## config.mk

```make
export PLATFORM = sky130hd
export DESIGN_NAME = flash_ctrl
export DESIGN_NICKNAME = d
export VERILOG_FILES = /design/src/flash_ctrl_pkg.sv /design/src/flash_ctrl.sv
export VERILOG_INCLUDE_DIRS = /design/src
export SDC_FILE = /design/constraint.sdc
export NUM_CORES = 1
export LEC_CHECK = 0
export ABC_AREA = 1
export BUFFER_PORTS_ARGS = -buffer_cell sky130_fd_sc_hd__buf_2
export CORE_MARGIN = 10
export CORE_UTILIZATION = 30
export CTS_BUF_LIST = sky130_fd_sc_hd__clkbuf_16
export DETAILED_ROUTE_END_ITERATION = 10
export HOLD_SLACK_MARGIN = 0.03
export PLACE_DENSITY_LB_ADDON = 0.08
export REMOVE_ABC_BUFFERS = 1
export SKIP_CTS_REPAIR_TIMING = 1
export SYNTH_ARGS = -nofsm -noshare
export SYNTH_HDL_FRONTEND = slang
export SYNTH_SLANG_ARGS = --single-unit
```

## constraint.sdc

```tcl
create_clock -name clk_in -period 23.3 [get_ports clk_in]
set_clock_uncertainty 0.15 [all_clocks]
set_input_delay 4.66 -clock clk_in [delete_from_list [all_inputs] [get_ports clk_in]]
set_output_delay 4.66 -clock clk_in [all_outputs]
set_load 0.01 [all_outputs]
```

## src/flash_ctrl_defs.svh

```systemverilog
// Purpose: constants for the flash mode, command and die select logic
// Assumes: one 20 MHz clock, the host's burst clock sampled as a plain input
// Notes: commands arrive as decoded codes on a write strobe
`ifndef FLASH_CTRL_DEFS_SVH
`define FLASH_CTRL_DEFS_SVH
`define DATA_W        16
`define ADDR_W        25
`define BLK_W         9
`define NUM_BLOCKS    512
`define PARAM_KBYTE   32
`define MAIN_KBYTE    128
`define OTP_REGIONS   4
`define CMD_W         3
`define CMD_NONE      3'h0
`define CMD_PROGRAM   3'h1
`define CMD_ERASE     3'h2
`define CMD_SUSPEND   3'h3
`define CMD_RESUME    3'h4
`define CMD_LOCK      3'h5
`define CMD_UNLOCK    3'h6
`define CMD_CLR_STAT  3'h7
`define PROG_CYC      8'h0A
`define ERASE_CYC     8'h40
`define LAT_W         3
`define LAT_DEFAULT   3'h2
`define ST_READY      7
`define ST_ESUSP      6
`define ST_ERASE_ERR  5
`define ST_PROG_ERR   4
`define ST_VPP_ERR    3
`define ST_PSUSP      2
`define ST_LOCK_ERR   1
`endif

```

## src/flash_ctrl_pkg.sv

```systemverilog
// Purpose: types shared by the flash control logic
// Assumes: flash_ctrl_defs.svh is included first
// Notes: none
`include "flash_ctrl_defs.svh"
package flash_ctrl_pkg;
  typedef enum logic [2:0] {
    WSM_IDLE, WSM_PROG, WSM_ERASE, WSM_PSUSP, WSM_ESUSP, WSM_EPROG,
    WSM_EPSUSP
  } wsm_state_t;
  typedef struct packed {
    logic               we;
    logic [`CMD_W-1:0]  code;
    logic [`ADDR_W-1:0] addr;
    logic [`DATA_W-1:0] data;
  } cmd_t;
  typedef struct packed {
    wsm_state_t         st;
    logic [7:0]         cnt;
    logic [7:0]         status;
    logic [`BLK_W-1:0]  ers_blk;
    logic [`BLK_W-1:0]  prg_blk;
    logic [`ADDR_W-1:0] prg_addr;
    logic [`NUM_BLOCKS-1:0] locked;
    logic               burst_mode;
    logic [`LAT_W-1:0]  latency;
    logic [`LAT_W-1:0]  lat_cnt;
    logic               in_burst;
    logic               prev_clk;
    logic               prev_adv;
    logic [`ADDR_W-1:0] burst_addr;
    logic [`DATA_W-1:0] dq;
    logic               wait_o;
    logic [1:0]         die_sel;
    logic [`BLK_W-1:0]  erased_blk;
    logic               erase_done;
  } flash_state_t;
endpackage : flash_ctrl_pkg

```

## src/flash_ctrl.sv

```systemverilog
// Purpose: mode control, write state machine and die select of a NOR flash
// Assumes: all inputs synchronous to clk_in; array storage lives outside
// Notes: array data returns on array_data_in for the presented address
`timescale 1ns/1ps
`include "flash_ctrl_defs.svh"
module flash_ctrl (
  input  wire logic                   clk_in,
  input  wire logic                   reset_in,
  input  wire flash_ctrl_pkg::cmd_t   cmd_in,
  input  wire logic                   cfg_we_in,
  input  wire logic                   cfg_burst_in,
  input  wire logic [`LAT_W-1:0]      cfg_latency_in,
  input  wire logic                   chip_en_n_in,
  input  wire logic                   addr_valid_n_in,
  input  wire logic                   burst_clk_in,
  input  wire logic [`ADDR_W-1:0]     addr_in,
  input  wire logic [`DATA_W-1:0]     array_data_in,
  input  wire logic                   supply_low_in,
  input  wire logic [`OTP_REGIONS-1:0] otp_lock_in,
  output logic      [`DATA_W-1:0]     dq_out,
  output logic                        wait_out,
  output logic                        burst_mode_out,
  output logic      [7:0]             status_out,
  output logic      [1:0]             die_sel_out,
  output logic      [`BLK_W-1:0]      erased_blk_out,
  output logic                        erase_done_out
);
  flash_ctrl_pkg::flash_state_t s_q, s_d;
  logic              clk_rise;
  logic              adv_rise;
  logic [`BLK_W-1:0] cmd_blk;
  logic              cmd_prot;

  // Block number and protection of the command target; one OTP region
  // per top main block, so locking those needs no extra storage
  always_comb begin
    cmd_blk  = cmd_in.addr[`ADDR_W-1 -: `BLK_W];
    cmd_prot = s_q.locked[cmd_blk];
    for (int i = 0; i < `OTP_REGIONS; i++) begin
      if (otp_lock_in[i] && cmd_blk == `BLK_W'(`NUM_BLOCKS-1-i)) begin
        cmd_prot = 1'b1;
      end
    end
  end

  assign clk_rise = burst_clk_in & ~s_q.prev_clk;
  assign adv_rise = addr_valid_n_in & ~s_q.prev_adv;

  // Next-state logic for commands, the write state machine and reads
  always_comb begin
    s_d = s_q;
    s_d.prev_clk   = burst_clk_in;
    s_d.prev_adv   = addr_valid_n_in;
    s_d.erase_done = 1'b0;
    // Die select: top address bit chooses between the two halves
    if (chip_en_n_in) begin
      s_d.die_sel = 2'b00;
    end else if (addr_in[`ADDR_W-1]) begin
      s_d.die_sel = 2'b10;
    end else begin
      s_d.die_sel = 2'b01;
    end
    if (cfg_we_in) begin
      s_d.burst_mode = cfg_burst_in;
      s_d.latency    = cfg_latency_in;
    end
    // Algorithm countdown, no host action needed; frozen while suspended
    // so the remaining time is kept for the resume unless a program ran in an erase suspend
    if (s_q.cnt != 8'h00 &&
        (s_q.st == flash_ctrl_pkg::WSM_PROG ||
         s_q.st == flash_ctrl_pkg::WSM_EPROG ||
         s_q.st == flash_ctrl_pkg::WSM_ERASE)) begin
      s_d.cnt = s_q.cnt - 8'h01;
    end
    unique case (s_q.st)
      flash_ctrl_pkg::WSM_PROG, flash_ctrl_pkg::WSM_EPROG: begin
        if (supply_low_in) begin
          s_d.status[`ST_VPP_ERR]  = 1'b1;
          s_d.status[`ST_PROG_ERR] = 1'b1;
          s_d.cnt = 8'h00;
        end
        if (supply_low_in || s_q.cnt == 8'h01) begin
          s_d.st = (s_q.st == flash_ctrl_pkg::WSM_EPROG) ?
                   flash_ctrl_pkg::WSM_ESUSP : flash_ctrl_pkg::WSM_IDLE;
          s_d.status[`ST_READY] = 1'b1;
        end
      end
      flash_ctrl_pkg::WSM_ERASE: begin
        if (supply_low_in) begin
          s_d.status[`ST_VPP_ERR]   = 1'b1;
          s_d.status[`ST_ERASE_ERR] = 1'b1;
          s_d.cnt = 8'h00;
          s_d.st  = flash_ctrl_pkg::WSM_IDLE;
          s_d.status[`ST_READY] = 1'b1;
        end else if (s_q.cnt == 8'h01) begin
          s_d.erased_blk = s_q.ers_blk;
          s_d.erase_done = 1'b1;
          s_d.st = flash_ctrl_pkg::WSM_IDLE;
          s_d.status[`ST_READY] = 1'b1;
        end
      end
      default: ;
    endcase
    // Command interface: only path into the write state machine
    if (cmd_in.we) begin
      unique case (cmd_in.code)
        `CMD_PROGRAM, `CMD_ERASE: begin
          if (s_q.st == flash_ctrl_pkg::WSM_IDLE ||
              (s_q.st == flash_ctrl_pkg::WSM_ESUSP &&
               cmd_in.code == `CMD_PROGRAM &&
               cmd_blk != s_q.ers_blk)) begin
            s_d.status[`ST_READY] = 1'b1;
            if (supply_low_in) begin
              s_d.status[`ST_VPP_ERR] = 1'b1;
              s_d.status[cmd_in.code == `CMD_ERASE ?
                         `ST_ERASE_ERR : `ST_PROG_ERR] = 1'b1;
            end else if (cmd_prot) begin
              s_d.status[`ST_LOCK_ERR] = 1'b1;
              s_d.status[cmd_in.code == `CMD_ERASE ?
                         `ST_ERASE_ERR : `ST_PROG_ERR] = 1'b1;
            end else begin
              s_d.status[`ST_READY] = 1'b0;
              if (cmd_in.code == `CMD_ERASE) begin
                s_d.st      = flash_ctrl_pkg::WSM_ERASE;
                s_d.ers_blk = cmd_blk;
                s_d.cnt     = `ERASE_CYC;
              end else begin
                // One word per command: address taken whole, data not stored
                s_d.st = (s_q.st == flash_ctrl_pkg::WSM_ESUSP) ?
                         flash_ctrl_pkg::WSM_EPROG : flash_ctrl_pkg::WSM_PROG;
                s_d.prg_addr = cmd_in.addr;
                s_d.prg_blk  = cmd_blk;
                s_d.cnt      = `PROG_CYC;
              end
            end
          end
        end
        `CMD_SUSPEND: begin
          if (s_q.st == flash_ctrl_pkg::WSM_ERASE) begin
            s_d.st = flash_ctrl_pkg::WSM_ESUSP;
            s_d.status[`ST_ESUSP] = 1'b1;
            s_d.status[`ST_READY] = 1'b1;
          end else if (s_q.st == flash_ctrl_pkg::WSM_PROG) begin
            s_d.st = flash_ctrl_pkg::WSM_PSUSP;
            s_d.status[`ST_PSUSP] = 1'b1;
            s_d.status[`ST_READY] = 1'b1;
          end else if (s_q.st == flash_ctrl_pkg::WSM_EPROG) begin
            s_d.st = flash_ctrl_pkg::WSM_EPSUSP;
            s_d.status[`ST_PSUSP] = 1'b1;
            s_d.status[`ST_READY] = 1'b1;
          end
        end
        `CMD_RESUME: begin
          if (s_q.st == flash_ctrl_pkg::WSM_ESUSP) begin
            s_d.st = flash_ctrl_pkg::WSM_ERASE;
            // A program in the suspend reused the counter: the erase
            // restarts its timing, slower but never left unfinished
            if (s_q.cnt == 8'h00) begin
              s_d.cnt = `ERASE_CYC;
            end
            s_d.status[`ST_ESUSP] = 1'b0;
            s_d.status[`ST_READY] = 1'b0;
          end else if (s_q.st == flash_ctrl_pkg::WSM_PSUSP) begin
            s_d.st = flash_ctrl_pkg::WSM_PROG;
            s_d.status[`ST_PSUSP] = 1'b0;
            s_d.status[`ST_READY] = 1'b0;
          end else if (s_q.st == flash_ctrl_pkg::WSM_EPSUSP) begin
            s_d.st = flash_ctrl_pkg::WSM_EPROG;
            s_d.status[`ST_PSUSP] = 1'b0;
            s_d.status[`ST_READY] = 1'b0;
          end
        end
        `CMD_LOCK: s_d.locked[cmd_blk] = 1'b1;
        `CMD_UNLOCK: s_d.locked[cmd_blk] = 1'b0;
        `CMD_CLR_STAT: begin
          s_d.status[`ST_ERASE_ERR:`ST_VPP_ERR] = 3'b000;
          s_d.status[`ST_LOCK_ERR] = 1'b0;
        end
        default: ;
      endcase
    end
    // Read path; suspended targets are not served in WSM_PSUSP or WSM_ESUSP, others are
    if (chip_en_n_in) begin
      s_d.in_burst = 1'b0;
      s_d.wait_o   = 1'b0;
    end else if (!s_q.burst_mode) begin
      s_d.dq = array_data_in;
      s_d.wait_o = 1'b0;
    end else begin
      if (!s_q.in_burst && (adv_rise ||
          (!addr_valid_n_in && clk_rise))) begin
        s_d.burst_addr = addr_in;
        s_d.in_burst   = 1'b1;
        s_d.lat_cnt    = s_q.latency;
        s_d.wait_o     = 1'b1;
      end else if (s_q.in_burst && clk_rise) begin
        if (s_q.lat_cnt != `LAT_W'(0)) begin
          s_d.lat_cnt = s_q.lat_cnt - `LAT_W'(1);
        end else begin
          s_d.dq = array_data_in;
          s_d.wait_o = 1'b0;
          s_d.burst_addr = s_q.burst_addr + `ADDR_W'(1);
        end
      end
      if (!addr_valid_n_in && s_q.in_burst && clk_rise) begin
        s_d.in_burst = 1'b0; // New address restarts the burst
      end
    end
    // Reads of the word or block under suspended work are held off in WSM_PSUSP and WSM_ESUSP only
    if ((s_q.st == flash_ctrl_pkg::WSM_PSUSP &&
         addr_in == s_q.prg_addr) ||
        (s_q.st == flash_ctrl_pkg::WSM_ESUSP &&
         addr_in[`ADDR_W-1 -: `BLK_W] == s_q.ers_blk)) begin
      s_d.dq = `DATA_W'(0);
    end
  end

  // Single state register; reset gives async page read and ready status
  always_ff @(posedge clk_in or posedge reset_in) begin
    if (reset_in) begin
      s_q <= '0;
      s_q.status[`ST_READY] <= 1'b1;
      s_q.latency <= `LAT_DEFAULT;
      s_q.prev_adv <= 1'b1;
      s_q.st <= flash_ctrl_pkg::WSM_IDLE;
    end else begin
      s_q <= s_d;
    end
  end

  assign dq_out         = s_q.dq;
  assign wait_out       = s_q.wait_o;
  assign burst_mode_out = s_q.burst_mode;
  assign status_out     = s_q.status;
  assign die_sel_out    = s_q.die_sel;
  assign erased_blk_out = s_q.erased_blk;
  assign erase_done_out = s_q.erase_done;

  // Burst mode changes only through a configuration write
  chk_burst_cfg: assert property (@(posedge clk_in) disable iff (reset_in)
    !$past(cfg_we_in) |-> burst_mode_out == $past(burst_mode_out))
    else $error("burst mode changed without config write");
  chk_die_upper: assert property (@(posedge clk_in) disable iff (reset_in)
    (!chip_en_n_in && addr_in[`ADDR_W-1]) |=> die_sel_out == 2'b10)
    else $error("upper die not selected");
  chk_die_lower: assert property (@(posedge clk_in) disable iff (reset_in)
    (!chip_en_n_in && !addr_in[`ADDR_W-1]) |=> die_sel_out == 2'b01)
    else $error("lower die not selected");
  chk_die_single: assert property (@(posedge clk_in) disable iff (reset_in)
    die_sel_out != 2'b11)
    else $error("both dies selected");
  chk_vpp_block: assert property (@(posedge clk_in) disable iff (reset_in)
    (supply_low_in && cmd_in.we && cmd_in.code == `CMD_ERASE &&
     s_q.st == flash_ctrl_pkg::WSM_IDLE) |=>
     s_q.st == flash_ctrl_pkg::WSM_IDLE && status_out[`ST_VPP_ERR])
    else $error("erase started at low supply");
  chk_erase_done: assert property (@(posedge clk_in) disable iff (reset_in)
    $rose(erase_done_out) |-> status_out[`ST_READY] &&
     erased_blk_out == $past(s_q.ers_blk))
    else $error("erase finished on wrong block");
  chk_lock_reject: assert property (@(posedge clk_in) disable iff (reset_in)
    (cmd_in.we && cmd_in.code == `CMD_PROGRAM && cmd_prot &&
     !supply_low_in && s_q.st == flash_ctrl_pkg::WSM_IDLE) |=>
     status_out[`ST_LOCK_ERR])
    else $error("program into locked block");
  chk_prog_time: assert property (@(posedge clk_in) disable iff (reset_in)
    (s_q.st == flash_ctrl_pkg::WSM_IDLE && s_d.st == flash_ctrl_pkg::WSM_PROG)
     |=> (!status_out[`ST_READY] || status_out[`ST_PSUSP] ||
          status_out[`ST_VPP_ERR]) [*8])
    else $error("program ended early");
  chk_async_nowait: assert property (@(posedge clk_in) disable iff (reset_in)
    !burst_mode_out |=> !wait_out)
    else $error("wait in asynchronous mode");
endmodule : flash_ctrl

```

# Yosys cells after proc, flatten, opt, wreduce, memory -nomap -nowiden

Cells that the tools add are included.

Add/sub/neg operators: 3
$lt $le $gt $ge: 4
Equal/unequal tests: 36
Mux-type cells: 91
Bitwise gates (word level): 13
Reductions and logical operators: 51

Operators by type and width:

| kind                                          | number |
|---|---|
| case mux 512 bit (2 select lines)             | 1 |
| two-way mux 574 bit                           | 1 |
| AND 512 bit                                   | 1 |
| inverter 512 bit                              | 1 |
| OR 512 bit                                    | 1 |
| two-way mux 43 bit                            | 2 |
| two-way mux 42 bit                            | 2 |
| two-way mux 62 bit                            | 1 |
| two-way mux 16 bit                            | 3 |
| two-way mux 44 bit                            | 1 |
| two-way mux 3 bit                             | 14 |
| two-way mux 8 bit                             | 5 |
| two-way mux 1 bit                             | 39 |
| equality test 9 bit, second input constant    | 4 |
| two-way mux 34 bit                            | 1 |
| two-way mux 11 bit                            | 3 |
| adder 25 x 1 -> 25 bit, second input constant | 1 |
| equality test 25 bit                          | 1 |
| two-way mux 25 bit                            | 1 |
| case mux 12 bit (2 select lines)              | 1 |
| equality test 3 bit, second input constant    | 7 |
| AND reduction 4 bit                           | 5 |
| AND reduction 6 bit                           | 3 |
| two-way mux 17 bit                            | 1 |
| other kinds (45)                              | 98 |

Flip-flop bits (word level): 638
Word-level logic and storage cells: 221

# Longest topological paths before layout

Gate-level depths: netlist (run 1).

Depth after elaboration: 12
Mapped depth: 22
Depth with buffers taken out: 19

# Worst setup path after synthesis (run 1)

No wires, ideal clock.

Kind: input port to flip-flop
Start: in cmd_in[33] in the netlist's numbering
End: reg s_q[610] in the netlist's numbering
Data arrival time: 6606 ps
Setup slack: 16427 ps
Cell stages on the path: 19
Path through: buf_4 inv_2 buf_6 nor2_2 buf_2 nand2_1 nand2_1 o21ai_0 nand2_1 o21ai_1 nand3_1 nand2_1 nand2_1 nor2_1 nand3_2 nor3_4 nand2_4 nand2_1 nand2_1

Cells in the longest elaborated chain, start to end: 8
Elaborated cells on any way between the ends: 19

RTL lines:

| what                                                                          | RTL line                           | text |
|---|---|---|
| start, declared                                                               | flash_ctrl.sv:9                    | `input wire flash_ctrl_pkg::cmd_t cmd_in,` |
| binary-select mux 1 bit (select 9 bit) or equality test 9 bit (tied branches) | flash_ctrl.sv:38, flash_ctrl.sv:40 |  |
| two-way mux 1 bit (implied by the code) or logical AND 1 bit (tied branches)  | flash_ctrl.sv:38, flash_ctrl.sv:40 |  |
| two-way mux 1 bit (4 in series)                                               | flash_ctrl.sv:40                   | `` if (otp_lock_in[i] && cmd_blk == `BLK_W'(`NUM_BLOCKS-1-i)) begin `` |
| inverter 1 bit (no source line)                                               | --                                 |  |
| AND reduction 6 bit (no source line) *                                        | --                                 |  |
| end, declared                                                                 | flash_ctrl.sv:28                   | `flash_ctrl_pkg::flash_state_t s_q, s_d;` |

Mark *: on every way between the ends. The rest lies on a longest branch, timed or not. The select of a mux whose other input is x is not followed.
A chain may end at the register's enable or synchronous reset.

# Worst setup path in the final report (run 1)

Start: in cmd_in[32] in the netlist's numbering
End: reg s_q[578] in the netlist's numbering

Same word-level chain as after synthesis.

==> flow_summary.json, run 1 <==
{
  "status": "complete, no violations",
  "crit_buf_inv": 5,
  "yosys_register_bits": 604,
  "min-delay-path-class": "reg2reg",
  "critPathKind": "in2reg",
  "routabilityCongestion": 0.779,
  "start_util_pct": 30.3,
  "cp_max_fo": 56,
  "cpPeakStageDelay_ns": 0.79,
  "htreeDepth": 3,
  "critical_path_depth": 20,
  "seq_area_frac_synth_pct": 48.1,
  "critPathCaptureType": "register",
  "fp.dieW_microns": 344,
  "setup_viol": 0,
  "place_area_sq_um": 33200,
  "path_clk_slew_ns": 0.05,
  "via_per_inst": 5.01,
  "crit_path_end": "s_q[578]$_DFFE_PP0P_",
  "critPathTopFamily": "buffers and inverters",
  "root_buffer": "clkbuf_16",
  "ff_latch_area_sq_um": 15100,
  "place_inst": 5589,
  "drt-initial-drc-count": 2559,
  "synthAdderAreaFrac_pct": 0.159,
  "yosysUniqueCellTypes": 43,
  "cts_buffer_depth": 3,
  "clock-sinks": 604,
  "yosysWarnings": 0,
  "startpoint_type": "input pin",
  "first_pass_iters": 5,
  "core_area_sq_um": 104000,
  "grt_pass1_vias": 27969,
  "p_leak_nw": 16.4,
  "setup.worst_path.start": "cmd_in[32]",
  "die-area_sq_um": 118000,
  "slew-limit-headroom_pct": 20.8,
  "yosys-mux-area-fraction_pct": 0.0716,
  "rr_worst_depth": 17,
  "clock_latency_ns": 0.65,
  "min_period_ns": 9.27,
  "syn-cell-area_sq_um": 31500,
  "worst_pin_slew_ns": 1.19,
  "ys_top_cells_by_area": "dfrtp_1 48%, nand2_1 20%, nand3_1 8.8%, o21ai_0 8.4%, clkbuf_1 2.6%",
  "rows": 118,
  "layout-drive-gt1-share_pct": 8.20,
  "grt_overflow": 0,
  "synthSimpleGateAreaFrac_pct": 32.3,
  "fill_cells": 10951,
  "ant_nets": 0,
  "fin_setup_tns_ns": 0,
  "synthXorXnorAreaFrac_pct": 0.835,
  "synth_top_area_share_pct": 47.8,
  "hold_viol_final": 0,
  "worstPathCellList": "buf_6 > buf_4 > nand2_2 > clkinv_2 > buf_4 > nand2_1 > nand3_1 > nand2_1 > nand2_1 > nor2_1 > nor2_1 > nor2_1 > nand2_1 > nand2_1 > nand3_1 > nor2_1 > nand4_1 > buf_4 > nor2_1 > a21oi_1",
  "grt_first_pass_wirelength_microns": 180000,
  "synth.avg_cell_area_sq_um": 7.26,
  "synth-compound-area-share_pct": 11.9,
  "synth_top_family_by_area": "simple AND/OR/NAND/NOR gates",
  "area_growth_pct": 12.9,
  "dp_hpwl_microns": 63700,
  "antenna_found_initial": 7,
  "r2r_end": "s_q[578]$_DFFE_PP0P_",
  "crit_slowest_cell": "buf_4",
  "final_cell_area_sq_um": 35500,
  "powerDensity_nw_per_um2": 73.7,
  "fmax_mhz": 108,
  "whs_ns": 0.220,
  "rsz0062_at_grt": "false",
  "drt-total-wl_microns": 116000,
  "finalNonFillerCells": 5726,
  "drv_slew": 0,
  "routedWlPerCell_microns": 20.3,
  "crit_arrival_ns": 9.66,
  "dr_total_vias": 28704,
  "cts_made_buffers": 77,
  "rrSetupSlack_ns": 20.16,
  "yosysTopAreaCell": "dfrtp_1",
  "die_height_microns": 344,
  "grt_max_degree": 216,
  "max-vdd-ir-drop_mv": 0.0497,
  "cts_tree": "yes",
  "drv_cap": 0,
  "port_buffers": 122,
  "io_pins": 139,
  "finalNetCount": 4393,
  "fin_crit_sh_pct": 39.8,
  "drc_errors": 0,
  "worstPathRequired_ns": 23.69,
  "synth_cells": 4332,
  "globalRouteTotalUtil_pct": 19.5,
  "multi_input_area_sq_um": 14400
}
## cell usage in the layout (no fill, tap or decap), types with 16 or more instances in the layout
cell type and count:
a21oi_1 94, a31oi_1 51, buf_2 120, buf_4 80, clkbuf_16 80, clkinv_1 16, dfrtp_1 601, inv_1 172
nand2_1 1665, nand3_1 555, nand4_1 28, nor2_1 173, nor2_4 19, o21ai_0 530, o21ai_1 32, xor2_1 17
## cell usage after synthesis, drive strengths merged
cell,count
ha,4
mux2,2
nand3,556
a22oi,4
clkinv,2
nor4,3
o21ai,562
clkbuf,219
or2,10
nor3b,2
buf,110
nor2,195
dfrtp,601
dfstp,3
a2111oi,2
o2111ai,2
a31oi,51
xor2,17
xnor2,13
o211ai,3
o31ai,3
nand4,28
a221oi,2
and2,1
nand2,1668
a21oi,94
o311ai,1
a2bb2oi,1
inv,156
nand3b,1
a31o,1
nor3,15
## cell type report
class | instances | share of cell area (%)
inverters | 158 | 1.72
well taps | 1380 | 4.86
clock inverters | 54 | 0.835
repair buffers | 206 | 3.70
multi-input cells | 3241 | 40.6
flip-flops and latches | 604 | 42.6
clock buffers | 80 | 5.64
diodes | 3 | 0.0211
## cell families after synthesis
| kind of cell | Yosys count |
|---|---|
| buffers and inverters | 487 |
| adder cells (fa/ha/maj) | 4 |
| multiplexers | 2 |
| XOR/XNOR | 30 |
| AO/OA/AOI/OAI | 726 |
| flip-flops | 604 |
| AND/OR/NAND/NOR | 2479 |
## worst min path at each step
stage | to | depth (start not counted)
after global routing | register | 0
after global placement | register | 0
after floorplan | register | 0
final | register | 0
after CTS | register | 0
after detailed placement | register | 0
## power by group
group          total, W  internal (W)  leakage, nW  switching, W
combinational  0.000337     0.0000995         6.88      0.000237
sequential      0.00116       0.00111         8.29     0.0000427
clock           0.00112      0.000638         1.22      0.000485
total           0.00262       0.00185         16.4      0.000765
## metal layers
metal  GRT usage (%)  up-vias  part of all wire [%]
met1            27.1    13786                    47
met3            2.43      127                   5.3
met4            4.38        0                   1.7
li1                -    14050                     -
met5               0        -                     0
met2            31.9      741                    46
## through the flow
| stage | worst slack, ns | util (%) | power, W |
|---|---|---|---|
| 4_1_cts | 14.10 | 34.2 | 0.00266 |
| 2_1_floorplan | -16.86 | - | 0.00137 |
| 3_3_place_gp | 13.45 | 32.0 | 0.00152 |
| 6_report | 14.03 | 34.2 | 0.00262 |
| 5_1_grt | 13.80 | 34.2 | 0.00275 |
| 3_5_place_dp | 13.46 | 32.0 | 0.00152 |
## worst reg2reg max path: stages, from the launching register on
cell     delay (ns)
dfrtp_1        0.37
nand2_1        0.06
nand2_1        0.05
nand2_1        0.06
nand2_1        0.07
nand2_1        0.06
nand2_1        0.10
nor2_1         0.13
nor2_1         0.05
nor2_1         0.26
nand2_1        0.23
nand2_1        0.15
nand3_1        0.10
nor2_1         0.41
nand4_1        0.15
buf_4          0.30
nor2_1         0.22
a21oi_1        0.06
(Power assumes the default switching activity.)
==> inputs of run 2 (changes only) <==
==> constraint.sdc (replaced) <==
create_clock -name clk_in -period 9.13 [get_ports clk_in]
set_clock_uncertainty 0.15 [all_clocks]
set_input_delay 1.826 -clock clk_in [delete_from_list [all_inputs] [get_ports clk_in]]
set_output_delay 1.826 -clock clk_in [all_outputs]
set_load 0.01 [all_outputs]
==> flow_summary.json, run 2 (same netlist as run 1, synthesis figures left out) <==
{
  "layout_common_cells": "1665 x nand2_1, 601 x dfrtp_1, 555 x nand3_1, 530 x o21ai_0, 175 x nor2_1",
  "fin_crit_sh_pct": 62.2,
  "r2r_end": "s_q[632]$_DFF_PP0_",
  "finalNetCount": 4401,
  "cts_tree": "yes",
  "dr_total_vias": 28607,
  "finalNonFillerCells": 5729,
  "grt_max_degree": 202,
  "power.total_w": 0.00667,
  "grt_pass1_vias": 27715,
  "drt-total-wl_microns": 117000,
  "rsz0062_at_grt": "false",
  "die-area_sq_um": 118000,
  "min-delay-path-class": "reg2reg",
  "htreeDepth": 3,
  "critPathKind": "in2reg",
  "path_clk_slew_ns": 0.05,
  "drt-initial-drc-count": 2399,
  "final_core_util_pct": 34.2,
  "port_buffers": 122,
  "rrSetupSlack_ns": 5.98,
  "grt_use_met1_pct": 27.2,
  "cts_buffer_depth": 3,
  "cts_made_buffers": 77,
  "rr_worst_depth": 18,
  "whs_ns": 0.224,
  "grt.met3_usage_pct": 3.09,
  "min_path_cells": 0,
  "die_height_microns": 344,
  "fmax_mhz": 176,
  "dp_hpwl_microns": 64800,
  "via_per_inst": 4.99,
  "worst_pin_slew_ns": 1.12,
  "root_buffer": "clkbuf_16",
  "p_leak_nw": 16.4,
  "routabilityCongestion": 0.773,
  "setup_viol": 0,
  "met2_usage_pct": 31.2,
  "drv_slew": 0,
  "grt_first_pass_wirelength_microns": 179000,
  "status": "complete, no violations",
  "drc_errors": 0,
  "layout_commonest_cell": "nand2_1",
  "routedWlPerCell_microns": 20.5,
  "clock_latency_ns": 0.64,
  "core_area_sq_um": 104000,
  "layout-drive-gt1-share_pct": 8.10,
  "antenna_found_initial": 3,
  "min_period_ns": 5.68,
  "startpoint_type": "input pin",
  "grt_busiest_layer": "met2",
  "start_util_pct": 30.3,
  "clock-sinks": 604,
  "place_inst": 5597,
  "hold_viol_final": 0,
  "slew-limit-headroom_pct": 25.0,
  "first_pass_iters": 5,
  "critPathCaptureType": "register",
  "fp.dieW_microns": 344,
  "area_growth_pct": 13.0,
  "io_pins": 139,
  "grt_overflow": 0,
  "powerDensity_nw_per_um2": 188,
  "globalRouteTotalUtil_pct": 19.5,
  "worstPathRequired_ns": 9.49,
  "cp_max_fo": 26,
  "drv_cap": 0,
  "max-vdd-ir-drop_mv": 0.119,
  "ant_nets": 0,
  "crit_arrival_ns": 6.04,
  "fin_setup_tns_ns": 0,
  "rows": 118
}
[run 2: cell count changes in the layout (fill, tap and decap cells not counted), sizes merged]
cell and change:
bufinv +1, buf +8, clkinvlp +1, inv -4, clkbuf -1, diode -2
[run 2: final cells by class]
type,count,area (sq um)
clock inverters,52,287
flip-flops and latches,604,15100
inverters,158,609
well taps,1380,1730
repair buffers,214,1400
fillers,11025,68300
diodes,1,2.50
multi-input cells,3241,14400
clock buffers,79,1980
[run 2: power breakdown]
group	total [W]	leakage (nW)	switching, W	internal [W]
logic	0.000866	6.93	0.000609	0.000257
clock network	0.00285	1.18	0.00122	0.00163
registers	0.00295	8.29	0.000111	0.00284
[run 2: through the flow]
step | setup slack [ns] | cell area (sq um)
4_1_cts | 3.48 | 35500
2_1_floorplan | -28.19 | 30000
3_3_place_gp | 2.81 | 33300
6_report | 3.45 | 35500
3_5_place_dp | 2.81 | 33300
5_1_grt | 3.11 | 35500
[run 2: routing by layer]
metal	part of all wire (%)	wire length, microns	vias up
met5	0.0094	11	-
met4	2.1	2470	2
met3	5.5	6500	149
met2	45	52500	707
met1	48	55800	13670
li1	-	-	14079
[run 2: worst max-delay path by stage]
stage | startpoint | end | slack (ns) | depth (start not counted)
6_report | cmd_in[33] | s_q[632]$_DFF_PP0_ | 3.45 | 20
5_1_grt | cmd_in[33] | s_q[627]$_DFF_PP0_ | 3.11 | 20
4_1_cts | cmd_in[33] | s_q[634]$_DFF_PP0_ | 3.48 | 20
3_5_place_dp | cmd_in[33] | s_q[634]$_DFF_PP0_ | 2.81 | 20
3_3_place_gp | cmd_in[33] | s_q[634]$_DFF_PP0_ | 2.81 | 20
2_1_floorplan | cmd_in[44] | register | -28.19 | 5
[run 2: worst max-delay path: stages]
cell      delay, ns
buf_4          0.25
nand2_2        0.53
clkinv_2       0.62
buf_4          0.47
nand2_1        0.12
nand3_1        0.08
nand2_1        0.06
nand2_1        0.05
nor2_1         0.16
nor2_1         0.06
nor2_1         0.09
nand2_1        0.15
nand2_1        0.14
nand3_1        0.09
nor2_1         0.49
nand3_1        0.36
nand2_1        0.14
nand2_1        0.05
nand2_1        0.17
nor2_1         0.07
==> inputs of run 3 (changes only) <==
==> constraint.sdc (replaced) <==
create_clock -name clk_in -period 4.75 [get_ports clk_in]
set_clock_uncertainty 0.15 [all_clocks]
set_input_delay 0.95 -clock clk_in [delete_from_list [all_inputs] [get_ports clk_in]]
set_output_delay 0.95 -clock clk_in [all_outputs]
set_load 0.01 [all_outputs]
==> flow_summary.json, run 3 (same netlist as run 1, synthesis figures left out) <==
{
  "path_clk_slew_ns": 0.06,
  "dp_hpwl_microns": 69800,
  "powerDensity_nw_per_um2": 355,
  "crit_arrival_ns": 4.25,
  "globalRouteTotalUtil_pct": 19.9,
  "intPower_w": 0.00906,
  "layout_commonest_cell": "nand2_1",
  "p_leak_nw": 16.8,
  "rr_worst_depth": 18,
  "cp_max_fo": 20,
  "net-switching-power_w": 0.00383,
  "critPathTopFamily": "simple AND/OR/NAND/NOR gates",
  "routabilityCongestion": 0.782,
  "cpPeakStageDelay_ns": 0.38,
  "drv_slew": 0,
  "p_comb_share_pct": 13.5,
  "fin_setup_tns_ns": 0,
  "rrSetupSlack_ns": 1.66,
  "layout_common_cells": "1665 x nand2_1, 601 x dfrtp_1, 555 x nand3_1, 530 x o21ai_0, 176 x nor2_1",
  "min_period_ns": 3.88,
  "drt-total-wl_microns": 119000,
  "clock_latency_ns": 0.65,
  "drc_errors": 0,
  "root_buffer": "clkbuf_16",
  "routedWlPerCell_microns": 20.5,
  "clock-sinks": 604,
  "rows": 118,
  "grt_overflow": 0,
  "cts_tree": "yes",
  "clkPwrFrac_pct": 42.5,
  "drt-initial-drc-count": 2639,
  "antenna_found_initial": 4,
  "ant_nets": 0,
  "cts_made_buffers": 77,
  "startpoint_type": "input pin",
  "grt_first_pass_wirelength_microns": 183000,
  "setup_viol": 0,
  "fin_crit_sh_pct": 81.6,
  "first_pass_iters": 5,
  "finalNonFillerCells": 5793,
  "drv_cap": 0,
  "hold_viol_final": 0,
  "swShare_pct": 29.7,
  "min_path_cells": 0,
  "area_growth_pct": 15.6,
  "fp.dieW_microns": 344,
  "dr_total_vias": 28754,
  "port_buffers": 122,
  "layout-drive-gt1-share_pct": 9.43,
  "r2r_end": "s_q[632]$_DFF_PP0_",
  "worst_pin_slew_ns": 1.11,
  "via_per_inst": 4.96,
  "core_area_sq_um": 104000,
  "crit_top_cell": "nand2_1",
  "cts_buffer_depth": 3,
  "max-vdd-ir-drop_mv": 0.262,
  "status": "complete, no violations",
  "place_inst": 5651,
  "critPathKind": "in2reg",
  "critPathCaptureType": "register",
  "min-delay-path-class": "reg2reg",
  "ff_latch_area_sq_um": 15100,
  "multi_input_area_sq_um": 14400,
  "die_height_microns": 344,
  "start_util_pct": 30.3,
  "rsz0062_at_grt": "false",
  "io_pins": 139,
  "fill_cells": 11066,
  "htreeDepth": 3,
  "worstPathRequired_ns": 5.12,
  "die-area_sq_um": 118000,
  "grt_max_degree": 201,
  "crit_buf_inv": 3,
  "finalNetCount": 4455,
  "fmax_mhz": 258,
  "seqPwrFrac_pct": 44.0,
  "slew-limit-headroom_pct": 26.3,
  "grt_pass1_vias": 28066,
  "worstPathCellList": "buf_6 > buf_4 > nand2_2 > inv_2 > nand2_1 > nand4_1 > nand2_1 > nand2_1 > nor2_1 > nor2_1 > nor2_1 > nand2_1 > nand2_1 > nand3_1 > nor2_1 > nand3_1 > nand2_1 > nand2_1 > nand2_1 > nor2_1",
  "crit_slowest_cell": "nor2_1"
}
==> run 3: cell types whose count changed in the layout (fill, tap and decap cells not counted), moves of 2 or more <==
cell	change
inv_6	+4
bufinv_16	-2
clkinv_2	+10
diode_2	+2
inv_1	-4
buf_4	+21
buf_12	+33
==> run 3: worst max-delay path by stage <==
stage / start / endpoint / slack, ns / depth (start not counted)
finish: cmd_in[32] / s_q[632]$_DFF_PP0_ / 0.87 / 20
global route: cmd_in[32] / s_q[627]$_DFF_PP0_ / 0.68 / 20
CTS: cmd_in[32] / s_q[632]$_DFF_PP0_ / 0.94 / 20
detailed placement: cmd_in[32] / s_q[627]$_DFF_PP0_ / 0.25 / 20
global placement: cmd_in[32] / s_q[634]$_DFF_PP0_ / 0.28 / 20
floorplan: cmd_in[44] / register / -31.70 / 5
==> run 3: power by group through the flow <==
stage / registers (W) / clock network, W / logic [W]
2_1_floorplan: 0.00577 / 0 / 0.000953
3_3_place_gp: 0.00577 / 0 / 0.00176
3_5_place_dp: 0.00576 / 0 / 0.00177
4_1_cts: 0.00568 / 0.00566 / 0.00178
5_1_grt: 0.00572 / 0.00588 / 0.00197
6_report: 0.00567 / 0.00548 / 0.00174
==> run 3: layout make-up <==
class                      count  area share (%)
sequential                   604            41.6
antenna                        3          0.0206
timing repair buffer         268            6.09
clock buffer                  79            5.44
inverter                     158            1.68
tap                         1380            4.75
multi-input combinational   3241            39.6
clock inverter                60           0.805
==> run 3: worst register-to-register path: stages (launching register included) <==
cell,delay [ns]
dfrtp_1,0.39
nand2_1,0.06
nand2_1,0.05
nand2_1,0.06
nand2_1,0.06
nand2_1,0.06
nand2_1,0.05
nor2_1,0.18
nor2_1,0.14
nor2_1,0.14
nand2_1,0.16
nand2_1,0.17
nand3_1,0.13
nor2_1,0.38
nand3_1,0.33
nand2_1,0.13
nand2_1,0.05
nand2_1,0.21
nor2_1,0.08
==> run 3: per-stage QoR <==
stage,worst slack (ns),power (W),area (sq um),hold WS [ns],util [%]
after floorplan,-31.70,0.00672,30000,0.266,-
after global placement,0.283,0.00753,34100,0.213,32.8
after detailed placement,0.247,0.00754,34100,0.218,32.8
after CTS,0.944,0.0131,36400,0.231,35.0
after global routing,0.679,0.0136,36400,0.253,35.0
final,0.875,0.0129,36400,0.223,35.0
==> run 3: per-layer routing <==
metal  global-route usage (%)  wire, microns  part of all wire (%)  up-vias
met1                     28.7          57700                    48    13775
li1                         -              -                     -    14173
met5                        0              0                     0        -
met2                     31.1          53400                    45      675
met4                     5.15           2410                   2.0        0
met3                     2.43           5520                   4.6      131
